### config.mk
export PLATFORM = sky130hd
export DESIGN_NAME = rfad_decode
export DESIGN_NICKNAME = d
export VERILOG_FILES = /design/src/rfad_pkg.sv /design/src/rfad_work_if.sv /design/src/rfad_decode.sv /design/src/rfad_work_decode.sv
export VERILOG_INCLUDE_DIRS = /design/src
export SDC_FILE = /design/constraint.sdc
export NUM_CORES = 1
export LEC_CHECK = 0
export BUFFER_PORTS_ARGS = -buffer_cell sky130_fd_sc_hd__buf_2
export CORE_MARGIN = 2
export CORE_UTILIZATION = 42
export CTS_BUF_LIST = sky130_fd_sc_hd__clkbuf_8
export CTS_CLUSTER_SIZE = 28
export DETAILED_ROUTE_END_ITERATION = 10
export HOLD_SLACK_MARGIN = 0.03
export PLACE_DENSITY_LB_ADDON = 0.2
export SETUP_SLACK_MARGIN = 0.1
export SLEW_MARGIN = 20
export SYNTH_ARGS = -nofsm -noshare
export SYNTH_HDL_FRONTEND = slang
export SYNTH_SLANG_ARGS = --single-unit
### constraint.sdc
create_clock -name sys_clk -period 1.2 [get_ports sys_clk]
set_clock_uncertainty 0.1 [all_clocks]
set_input_delay 0.12 -clock sys_clk [delete_from_list [all_inputs] [get_ports sys_clk]]
set_output_delay 0.12 -clock sys_clk [all_outputs]
set_load 0.03 [all_outputs]
### src/rfad_map.svh
/*
 Register-file address decode: offsets, reset values and field codes.
 Assumes inclusion by rfad_work_decode.sv and rfad_decode.sv only.
*/
`ifndef RFAD_MAP_SVH
`define RFAD_MAP_SVH

`define RFAD_PTR_LOW_ADDR   8'hd6
`define RFAD_PTR_HIGH_ADDR  8'hd7
`define RFAD_PTR_LOW_RST    8'hc0
`define RFAD_PTR_HIGH_RST   8'hc8
`define RFAD_SLICE_STEP     8'h08
`define RFAD_SLICE_MASK     8'hf8
`define RFAD_INDEX_MASK     8'h07
`define RFAD_UPPER_TOP      2'h3
`define RFAD_WORK_NIBBLE    4'hc
`define RFAD_BANK_TOP       3'h7
`define RFAD_BANK_RST       1'h0

`endif

### src/rfad_pkg.sv
/*
 Types shared by the register-file address decode.
 Assumes the caller writes rfad_pkg::name for every use.
*/
package rfad_pkg;

   typedef enum logic [1:0] {
      RFAD_MODE_REG   = 2'h0,
      RFAD_MODE_IND   = 2'h1,
      RFAD_MODE_IDX   = 2'h2,
      RFAD_MODE_WORK4 = 2'h3
   } rfad_mode_t;

endpackage

### src/rfad_work_if.sv
/*
 Carrier between the top decode and its working-register address former.
 Assumes both ends sit on the same clock; the path is combinational.
*/
`timescale 1ns/100ps
interface rfad_work_if;
   logic [3:0] operand;
   logic [7:0] ptrLow;
   logic [7:0] ptrHigh;
   logic [7:0] addr;

   modport dec  (input operand, input ptrLow, input ptrHigh, output addr);
   modport user (output operand, output ptrLow, output ptrHigh, input addr);
endinterface

### src/rfad_decode.sv
/*
 Register-file address decode with the two working slice pointers and bank select.
 Assumes the instruction decoder gives one request per cycle and holds no data here;
 the answer appears on the response outputs one clock later.
*/
`timescale 1ns/100ps
`include "rfad_map.svh"
module rfad_decode (
   input  wire logic                sys_clk,
   input  wire logic                rst_n,
   input  wire logic                reqValid,
   input  wire rfad_pkg::rfad_mode_t reqMode,
   input  wire logic [7:0]          reqAddr,
   input  wire logic                reqPair,
   input  wire logic                regWrEn,
   input  wire logic [7:0]          regWrAddr,
   input  wire logic                regWrSetTwo,
   input  wire logic [7:0]          regWrData,
   input  wire logic [7:0]          regRdAddr,
   input  wire logic                regRdSetTwo,
   input  wire logic                setBothOp,
   input  wire logic                setLowOp,
   input  wire logic                setHighOp,
   input  wire logic [7:0]          opData,
   input  wire logic                selectBankZeroOp,
   input  wire logic                selectBankOneOp,
   output logic                     rspValid,
   output logic [7:0]               rspAddr,
   output logic [7:0]               rspAddrLow,
   output logic                     rspSetTwo,
   output logic                     rspBankOne,
   output logic                     rspIllegal,
   output logic                     rdHit,
   output logic [7:0]               rdData,
   output logic [7:0]               workingSlicePointerLow,
   output logic [7:0]               workingSlicePointerHigh,
   output logic                     bankOne
);

   logic [7:0] ptrLow_q;
   logic [7:0] ptrHigh_q;
   logic       bankOne_q;
   logic       rspValid_q;
   logic [7:0] rspAddr_q;
   logic [7:0] rspAddrLow_q;
   logic       rspSetTwo_q;
   logic       rspBankOne_q;
   logic       rspIllegal_q;
   logic       rdHit_q;
   logic [7:0] rdData_q;

   rfad_work_if workBus ();

   function automatic logic [7:0] nextOdd(input logic [7:0] a);
      nextOdd = a | 8'h01;
   endfunction

   wire       isWorkField;
   wire       inUpper;
   wire       toSetTwo;
   wire [7:0] effAddr;
   wire       toBankOne;
   wire       oddPair;
   wire       anyPtrOp;
   wire       wrLowHit;
   wire       wrHighHit;
   wire       rdLowHit;
   wire       rdHighHit;
   wire [7:0] bothHigh;

   // A direct field with upper nibble 1100B is a working operand, so C0H-CFH never decodes directly
   assign isWorkField = (reqMode == rfad_pkg::RFAD_MODE_WORK4) ||
                        ((reqMode == rfad_pkg::RFAD_MODE_REG) && (reqAddr[7:4] == `RFAD_WORK_NIBBLE));
   assign inUpper     = (reqAddr[7:6] == `RFAD_UPPER_TOP);
   // Only indirect and indexed upper addresses select the duplicated set
   assign toSetTwo    = !isWorkField && inUpper &&
                        ((reqMode == rfad_pkg::RFAD_MODE_IND) || (reqMode == rfad_pkg::RFAD_MODE_IDX));

   assign workBus.operand = reqAddr[3:0];
   assign workBus.ptrLow  = ptrLow_q;
   assign workBus.ptrHigh = ptrHigh_q;

   rfad_work_decode u_work (
      .w (workBus)
   );

   // Working results always land in set one, whatever page the rest uses
   assign effAddr   = isWorkField ? workBus.addr : reqAddr;
   assign toBankOne = !toSetTwo && (effAddr[7:5] == `RFAD_BANK_TOP) && bankOne_q;
   assign oddPair   = reqPair && effAddr[0];

   // Pointer ops outrank a plain register write landing in the same cycle
   assign anyPtrOp  = setBothOp || setLowOp || setHighOp;
   assign wrLowHit  = regWrEn && !regWrSetTwo && (regWrAddr == `RFAD_PTR_LOW_ADDR);
   assign wrHighHit = regWrEn && !regWrSetTwo && (regWrAddr == `RFAD_PTR_HIGH_ADDR);
   assign rdLowHit  = !regRdSetTwo && (regRdAddr == `RFAD_PTR_LOW_ADDR);
   assign rdHighHit = !regRdSetTwo && (regRdAddr == `RFAD_PTR_HIGH_ADDR);
   assign bothHigh  = opData + `RFAD_SLICE_STEP;

   always_ff @(posedge sys_clk) begin
      if (!rst_n) begin
         ptrLow_q <= `RFAD_PTR_LOW_RST;
      end else if (setBothOp || setLowOp) begin
         ptrLow_q <= opData;
      end else if (wrLowHit && !anyPtrOp) begin
         ptrLow_q <= regWrData;
      end
   end

   always_ff @(posedge sys_clk) begin
      if (!rst_n) begin
         ptrHigh_q <= `RFAD_PTR_HIGH_RST;
      end else if (setBothOp) begin
         ptrHigh_q <= bothHigh;
      end else if (setHighOp) begin
         ptrHigh_q <= opData;
      end else if (wrHighHit && !anyPtrOp) begin
         ptrHigh_q <= regWrData;
      end
   end

   always_ff @(posedge sys_clk) begin
      if (!rst_n) begin
         bankOne_q <= `RFAD_BANK_RST;
      end else if (selectBankOneOp) begin
         bankOne_q <= 1'b1;
      end else if (selectBankZeroOp) begin
         bankOne_q <= 1'b0;
      end
   end

   always_ff @(posedge sys_clk) begin
      if (!rst_n) begin
         rspValid_q   <= 1'b0;
         rspAddr_q    <= 8'h00;
         rspAddrLow_q <= 8'h00;
         rspSetTwo_q  <= 1'b0;
         rspBankOne_q <= 1'b0;
         rspIllegal_q <= 1'b0;
      end else begin
         rspValid_q   <= reqValid;
         rspAddr_q    <= effAddr;
         rspAddrLow_q <= nextOdd(effAddr);
         rspSetTwo_q  <= toSetTwo;
         rspBankOne_q <= toBankOne;
         rspIllegal_q <= reqValid && oddPair;
      end
   end

   always_ff @(posedge sys_clk) begin
      if (!rst_n) begin
         rdHit_q  <= 1'b0;
         rdData_q <= 8'h00;
      end else begin
         rdHit_q  <= rdLowHit || rdHighHit;
         rdData_q <= rdLowHit ? ptrLow_q : (rdHighHit ? ptrHigh_q : 8'h00);
      end
   end

   assign rspValid                = rspValid_q;
   assign rspAddr                 = rspAddr_q;
   assign rspAddrLow              = rspAddrLow_q;
   assign rspSetTwo               = rspSetTwo_q;
   assign rspBankOne              = rspBankOne_q;
   assign rspIllegal              = rspIllegal_q;
   assign rdHit                   = rdHit_q;
   assign rdData                  = rdData_q;
   assign workingSlicePointerLow  = ptrLow_q;
   assign workingSlicePointerHigh = ptrHigh_q;
   assign bankOne                 = bankOne_q;

   property p_set_two;
      @(posedge sys_clk) disable iff (!rst_n)
      (reqValid && inUpper && ((reqMode == rfad_pkg::RFAD_MODE_IND) || (reqMode == rfad_pkg::RFAD_MODE_IDX)))
      |=> (rspSetTwo_q && rspAddr_q == $past(reqAddr));
   endproperty
   a_set_two: assert property (p_set_two) else $error("upper indirect or indexed access missed set two");

   property p_direct_set_one;
      @(posedge sys_clk) disable iff (!rst_n)
      (reqValid && reqMode == rfad_pkg::RFAD_MODE_REG) |=> !rspSetTwo_q;
   endproperty
   a_direct_set_one: assert property (p_direct_set_one) else $error("direct access reached set two");

   property p_prime;
      @(posedge sys_clk) disable iff (!rst_n)
      (reqValid && !inUpper && reqMode != rfad_pkg::RFAD_MODE_WORK4)
      |=> (rspAddr_q == $past(reqAddr) && !rspSetTwo_q && !rspBankOne_q);
   endproperty
   a_prime: assert property (p_prime) else $error("prime area address altered");

   property p_reset_ptr;
      @(posedge sys_clk) disable iff (!rst_n)
      $rose(rst_n) |-> (ptrLow_q == `RFAD_PTR_LOW_RST && ptrHigh_q == `RFAD_PTR_HIGH_RST && !bankOne_q);
   endproperty
   a_reset_ptr: assert property (p_reset_ptr) else $error("pointers or bank wrong after reset");

   property p_set_both;
      @(posedge sys_clk) disable iff (!rst_n)
      setBothOp |=> (ptrLow_q == $past(opData) && ptrHigh_q == 8'($past(opData) + 8'h08));
   endproperty
   a_set_both: assert property (p_set_both) else $error("set-both op loaded wrong values");

   property p_work4;
      @(posedge sys_clk) disable iff (!rst_n)
      (reqValid && reqMode == rfad_pkg::RFAD_MODE_WORK4 && !reqAddr[3])
      |=> (rspAddr_q == (($past(ptrLow_q) & 8'hf8) | ($past(reqAddr) & 8'h07)) && !rspSetTwo_q);
   endproperty
   a_work4: assert property (p_work4) else $error("4-bit working address formed wrongly");

   property p_work8;
      @(posedge sys_clk) disable iff (!rst_n)
      (reqValid && reqMode == rfad_pkg::RFAD_MODE_REG && reqAddr[7:4] == 4'hc && reqAddr[3])
      |=> (rspAddr_q == (($past(ptrHigh_q) & 8'hf8) | ($past(reqAddr) & 8'h07)) && !rspSetTwo_q);
   endproperty
   a_work8: assert property (p_work8) else $error("8-bit working address formed wrongly");

   property p_pair;
      @(posedge sys_clk) disable iff (!rst_n)
      (reqValid && reqPair) |=> (rspIllegal_q == rspAddr_q[0] && (rspIllegal_q || rspAddrLow_q == 8'(rspAddr_q + 8'h01)));
   endproperty
   a_pair: assert property (p_pair) else $error("pair check or low byte address wrong");

   property p_ptr_write;
      @(posedge sys_clk) disable iff (!rst_n)
      (regWrEn && !regWrSetTwo && regWrAddr == 8'hd7 && !setBothOp && !setLowOp && !setHighOp)
      ##1 1'b1 ##1 1'b1 |-> $past(ptrHigh_q) == $past(regWrData, 2);
   endproperty
   a_ptr_write: assert property (p_ptr_write) else $error("write to D7H did not load high pointer");

   property p_bank;
      @(posedge sys_clk) disable iff (!rst_n)
      selectBankOneOp |=> (bankOne_q ##1 (!rspBankOne_q || rspAddr_q[7:5] == 3'h7));
   endproperty
   a_bank: assert property (p_bank) else $error("bank one not selected or flagged wrongly");

endmodule

### src/rfad_work_decode.sv
/*
 Working-register address former: slice pointer plus 3-bit register index.
 Assumes the operand nibble is already extracted from a 4-bit or 8-bit field.
*/
`timescale 1ns/100ps
`include "rfad_map.svh"
module rfad_work_decode (
   rfad_work_if.dec w
);

   wire [7:0] selPtr;

   // Top operand bit picks the pointer
   assign selPtr = w.operand[3] ? w.ptrHigh : w.ptrLow;
   // Pointer low bits ignored so slices stay 8-byte aligned
   assign w.addr = (selPtr & `RFAD_SLICE_MASK) | {5'h00, w.operand[2:0]};

endmodule

After elaboration in Yosys (flattened, before gate mapping). Cells that the tools add are included.

Bits in registers: 46. Bits of input ports: 54. Output and inout bits: 46. Logic and storage cells: 64.

$add $sub $neg: 1. Equality and inequality tests: 10. Multiplexer cells: 12. Bitwise operators: 1. Reduce and logical (&&, ||, !) cells: 28.

Operators with widths (number): two-way mux 8 bit (9); equality test 8 bit, second input constant (4); logical AND 1 bit (14); adder 8 x 4 -> 8 bit, second input constant (1); bitwise OR 8 x 3 -> 8 bit (1); equality test 2 bit, second input constant (3); logical NOT 1 bit (5); logical OR 1 bit (5); equality test 4 bit, second input constant (1); nonzero test 2 bit (2); equality test 3 bit, second input constant (1); two-way mux 1 bit (3); nonzero test 3 bit (1); equality test 2 x 1 -> 1 bit, second input constant (1); logical NOT 2 bit (1).

Logic depth before layout (Yosys ltp).
Depth in word-level cells: 9. Gate-level depth with buffers: 7. Mapped depth without buffers: 6.

By module. Synthesis repeated with hierarchy kept, for this count alone.

Cell total of the unflattened synthesis: 205. Area, all modules: 1954.4 sq um.

By module, submodules not included: rfad_decode (instances 1, cells an instance 197, area an instance 1875.5 sq um, sequential area each 780.7 sq um); rfad_work_decode (instances 1, cells an instance 8, area an instance 78.8 sq um, sequential area each 0.0 sq um).

Worst setup path before layout. No wires, ideal clock.

Path type: input-to-reg. Start point: input port reqMode[0]. End point: register rspAddr_q[3] (netlist: rspAddr[3]). Library setup time: 70 ps. Arrival time: 1137 ps. Required time: 1030 ps. Path slack: -107 ps. Stages on the path: 6. Buffers on the path: 0. Path through: inv_1 > ha_1 > nor3b_2 > a31oi_1 > or3b_1 > a21oi_1.

Longest elaborated chain between the ends: 4. Elaborated cells between the ends (all ways): 5. Those cells by class: eq/ne: 1; mux: 1; reduce/logical: 3.

Ends and longest elaborated chain: start, declared (RTL line rfad_decode.sv:12) `input wire rfad_pkg::rfad_mode_t reqMode,`; logical NOT 2 bit (RTL line rfad_decode.sv:73) `` ((reqMode == rfad_pkg::RFAD_MODE_REG) && (reqAddr[7:4] == `RFAD_WORK_NIBBLE)); ``; logical AND 1 bit (RTL line rfad_decode.sv:73); logical OR 1 bit (*) (RTL line rfad_decode.sv:72) `assign isWorkField = (reqMode == rfad_pkg::RFAD_MODE_WORK4) ||`; two-way mux 8 bit (*) (RTL line rfad_decode.sv:88) `assign effAddr = isWorkField ? workBus.addr : reqAddr;`; end signal, assigned (RTL line rfad_decode.sv:142) `rspAddr_q <= effAddr;`; end, declared (RTL line rfad_decode.sv:44) `logic [7:0] rspAddr_q;`.

Mark *: on every way between the ends. The rest lies on a longest branch, timed or not. A chain may end at the register's enable or synchronous reset.

Worst setup path after layout. Same ends and word-level chain as after synthesis.

==> metrics.cfg <==
[global_routing]
grt_pass1_vias = 1843
grt_max_degree = 15
grt_pass1_wl_mm = 8.00
antenna_found_initial = 0
grt-ovfl-total = 0
grt_usage_pct = 19.4

[logic_synthesis]
avgSynthCellArea_um2 = 9.95
synthMuxAreaShare_pct = 9.38
synthAdderAreaFrac_pct = 1.91
synth_top_family_by_area = compound AO/OA/AOI/OAI gates
synthCells = 197
synth-seq-cells = 39
syn_area_um2 = 1960
synth_compound_area_share_pct = 20.2
yosys_warnings = 0
synth-xor-area-share_pct = 0.447
synth_nets = 254
synthSimpleGateAreaFrac_pct = 19.3
synth_cell_type_count = 51
ys_seq_area_share_pct = 39.8

[clock_tree]
clockBufferDepth = 2
h-tree-depth = 2
cts_made_buffers = 5
cts_root_buf = clkbuf_8
clk_latency_ps = 280
path_clk_slew_ps = 70
cts_sinks = 39
cts_tree = yes

[place]
gp_congestion = 0.857
hpwl_mm = 3.90
pre_cts_ws_ps = -284
port_buffers = 99

[run]
cap_violations = 0

[floorplanning]
die_w_um = 72.3
start_util_pct = 44.4
pin_count = 100
dieArea_um2 = 5230
fp.dieH_um = 72.3
rows = 24
fp.coreArea_um2 = 4410

[setup_path]
crit_type = primary input to flip-flop
cp_data_required_time_ps = 1320
cp_max_fo = 3
cp-end-kind = flip-flop
reg2reg_slack_ps = 70
cp.arrival_ps = 1270
r2r_end = rspBankOne
startpoint_type = primary input
reg2regPathDepth = 3
rr_startpoint = workingSlicePointerLow[6]

[finish]
fin_nets = 378
diodes = 0
synthToLayoutAreaGrowth_pct = 50.7
final_util_pct = 66.9
multiInputGateArea_um2 = 1070
layout-drive-gt1-share_pct = 53.7
register_area_um2 = 801
n_fill_cell = 365

[sta]
timing.final.crit_share_pct = 96.2
fin_crit_ps = 1150
hold_viol = 0
slew_headroom_pct = 80.9
setup_viol = 0
slew_viol_final = 0
max_freq_ghz = 0.867
tightest_slew_ps = 287
rsz0062_at_grt = yes
fin_ws_ps = 46.1

[routing]
drt_first_pass_iters = 4
ant_nets = 0
drt_iter0_markers = 51
drc = 0
vias = 1922
drt_wl_total_mm = 5.07
avgViaCountPerCell = 5.14
routedWlPerCell_um = 13.6

[power_and_ir_drop]
p_leak_uw = 0.00146
totalPowerFinal_uw = 3170
ir_drop_v = 0.000584
power_density_nw_per_um2 = 1070

[worst_hold_path]
hp-class = primary input to flip-flop
hold_depth = 3
min_from = regRdAddr[5]
min_to = rdHit

[outcome]
status = finished clean

[routing by layer]
| metal | track usage (%) | wire length (µm) | part of all wire (%) |
|---|---|---|---|
| met1 | 22.9 | 2130 | 42 |
| met2 | 35.9 | 2660 | 52 |
| met3 | 3.47 | 249 | 4.9 |
| met4 | 5.03 | 31 | 0.61 |
| met5 | 0 | 0 | 0 |
[repair_timing]
| item | 4_1_cts | 5_1_grt |
|---|---|---|
| resized for setup | 22 | 21 |
| setup buffers | 1 | 0 |
| pin swaps | 4 | 3 |
| endpoints found under the hold margin | 7 | 0 |
| hold buffers | 8 | 0 |
| setup endpoints to repair | 12 | 16 |
[where the power goes]
| part | switching, µW | internal (µW) |
|---|---|---|
| Combinational | 443 | 371 |
| Clock | 421 | 516 |
| Sequential | 54.0 | 1370 |
| Total | 919 | 2260 |
[cell usage after synthesis, drive strengths merged]
master	count	area (µm²)
inv	9	33.8
nand3	2	10.0
a41o	1	21.3
nor2	21	83.8
o21bai	1	7.51
nor2b	1	8.76
mux2	3	33.8
a22oi	8	60.1
nor3b	2	20.0
and3	3	18.8
a211o	1	8.76
a21oi	5	25.0
and4bb	1	12.5
or3b	1	8.76
o2111ai	1	8.76
and4	1	11.3
a31oi	5	31.3
dfxtp	39	781
o221a	2	22.5
o311a	6	60.1
nor3	3	15.0
nand4bb	1	27.5
buf	15	125
dlygate4sd1	1	8.76
mux2i	15	150
nand2b	2	12.5
nand2	6	22.5
nor4	3	48.8
ha	3	37.5
a21o	1	7.51
o21ai	13	65.1
o22ai	1	6.26
nand4	2	12.5
or2	2	15.0
and2	5	31.3
o211ai	2	25.0
a211oi	3	37.5
clkbuf	2	7.51
o31a	1	8.76
and4b	2	20.0
xnor2	1	8.76
[cells by family after synthesis]
group                      Yosys count
AOI/OAI and AO/OA                   51
xor gates and xnor gates             1
adders and majority gates            3
buffers and inverters               27
DFF                                 39
muxes                               18
and+or+nand+nor                     58
[cells in the final DEF (no fill, tap or decap), drive strengths merged, types with 3 or more instances in the layout]
cell,count
clkbuf,10
ha,3
and2,5
a21oi,5
nor2,21
a211oi,3
o311a,6
nor3,3
a31oi,5
a22oi,8
and3,3
inv,10
mux2,3
dlygate4sd3,8
dfxtp,39
nor4,3
mux2i,15
nand2,6
buf,124
o21ai,13
[metrics by stage]
step / setup TNS [ps] / std cells / hold WS [ps] / instance area (µm²)
6_report: 0 / 374 / 81.2 / 2950
5_1_grt: 0 / 374 / 86.8 / 2950
4_1_cts: 0 / 374 / 73.3 / 2910
3_5_place_dp: -3590 / 357 / 231 / 2660
3_3_place_gp: -3220 / 357 / 227 / 2660
2_1_floorplan: -275 / 197 / 47.7 / 2050
[worst max-delay path by stage]
stage                          start         end
final                     reqMode[0]  rspAddr[3]
after global routing      reqMode[0]  rspAddr[3]
after CTS                 reqMode[0]  rspAddr[3]
after detailed placement  reqMode[1]  rspAddr[3]
after global placement    reqMode[1]  rspAddr[3]
after floorplan           reqMode[1]  rspAddr[3]
[layout make-up]
| class | instances | area share, % |
|---|---|---|
| Multi-Input combinational cell | 131 | 36.3 |
| Clock buffer | 7 | 3.26 |
| Sequential cell | 39 | 27.1 |
| Clock inverter | 1 | 0.127 |
| Timing Repair Buffer | 135 | 29.2 |
| Tap cell | 52 | 2.20 |
| Inverter | 9 | 1.74 |
[worst max-delay path: stages]
cell,delay (ps)
buf_6,100
inv_6,40
ha_4,110
nor3b_4,260
a31oi_4,120
or3b_4,380
a21oi_2,130
[state kept, by name, indices dropped and copies added (netlist names)]
register	count
bankOne	1
rdData	8
rdHit	1
rspAddr	8
rspAddrLow	1
rspBankOne	1
rspIllegal	1
rspSetTwo	1
rspValid	1
workingSlicePointerHigh	8
workingSlicePointerLow	8
No activity file was read; power rests on OpenSTA's default activity.
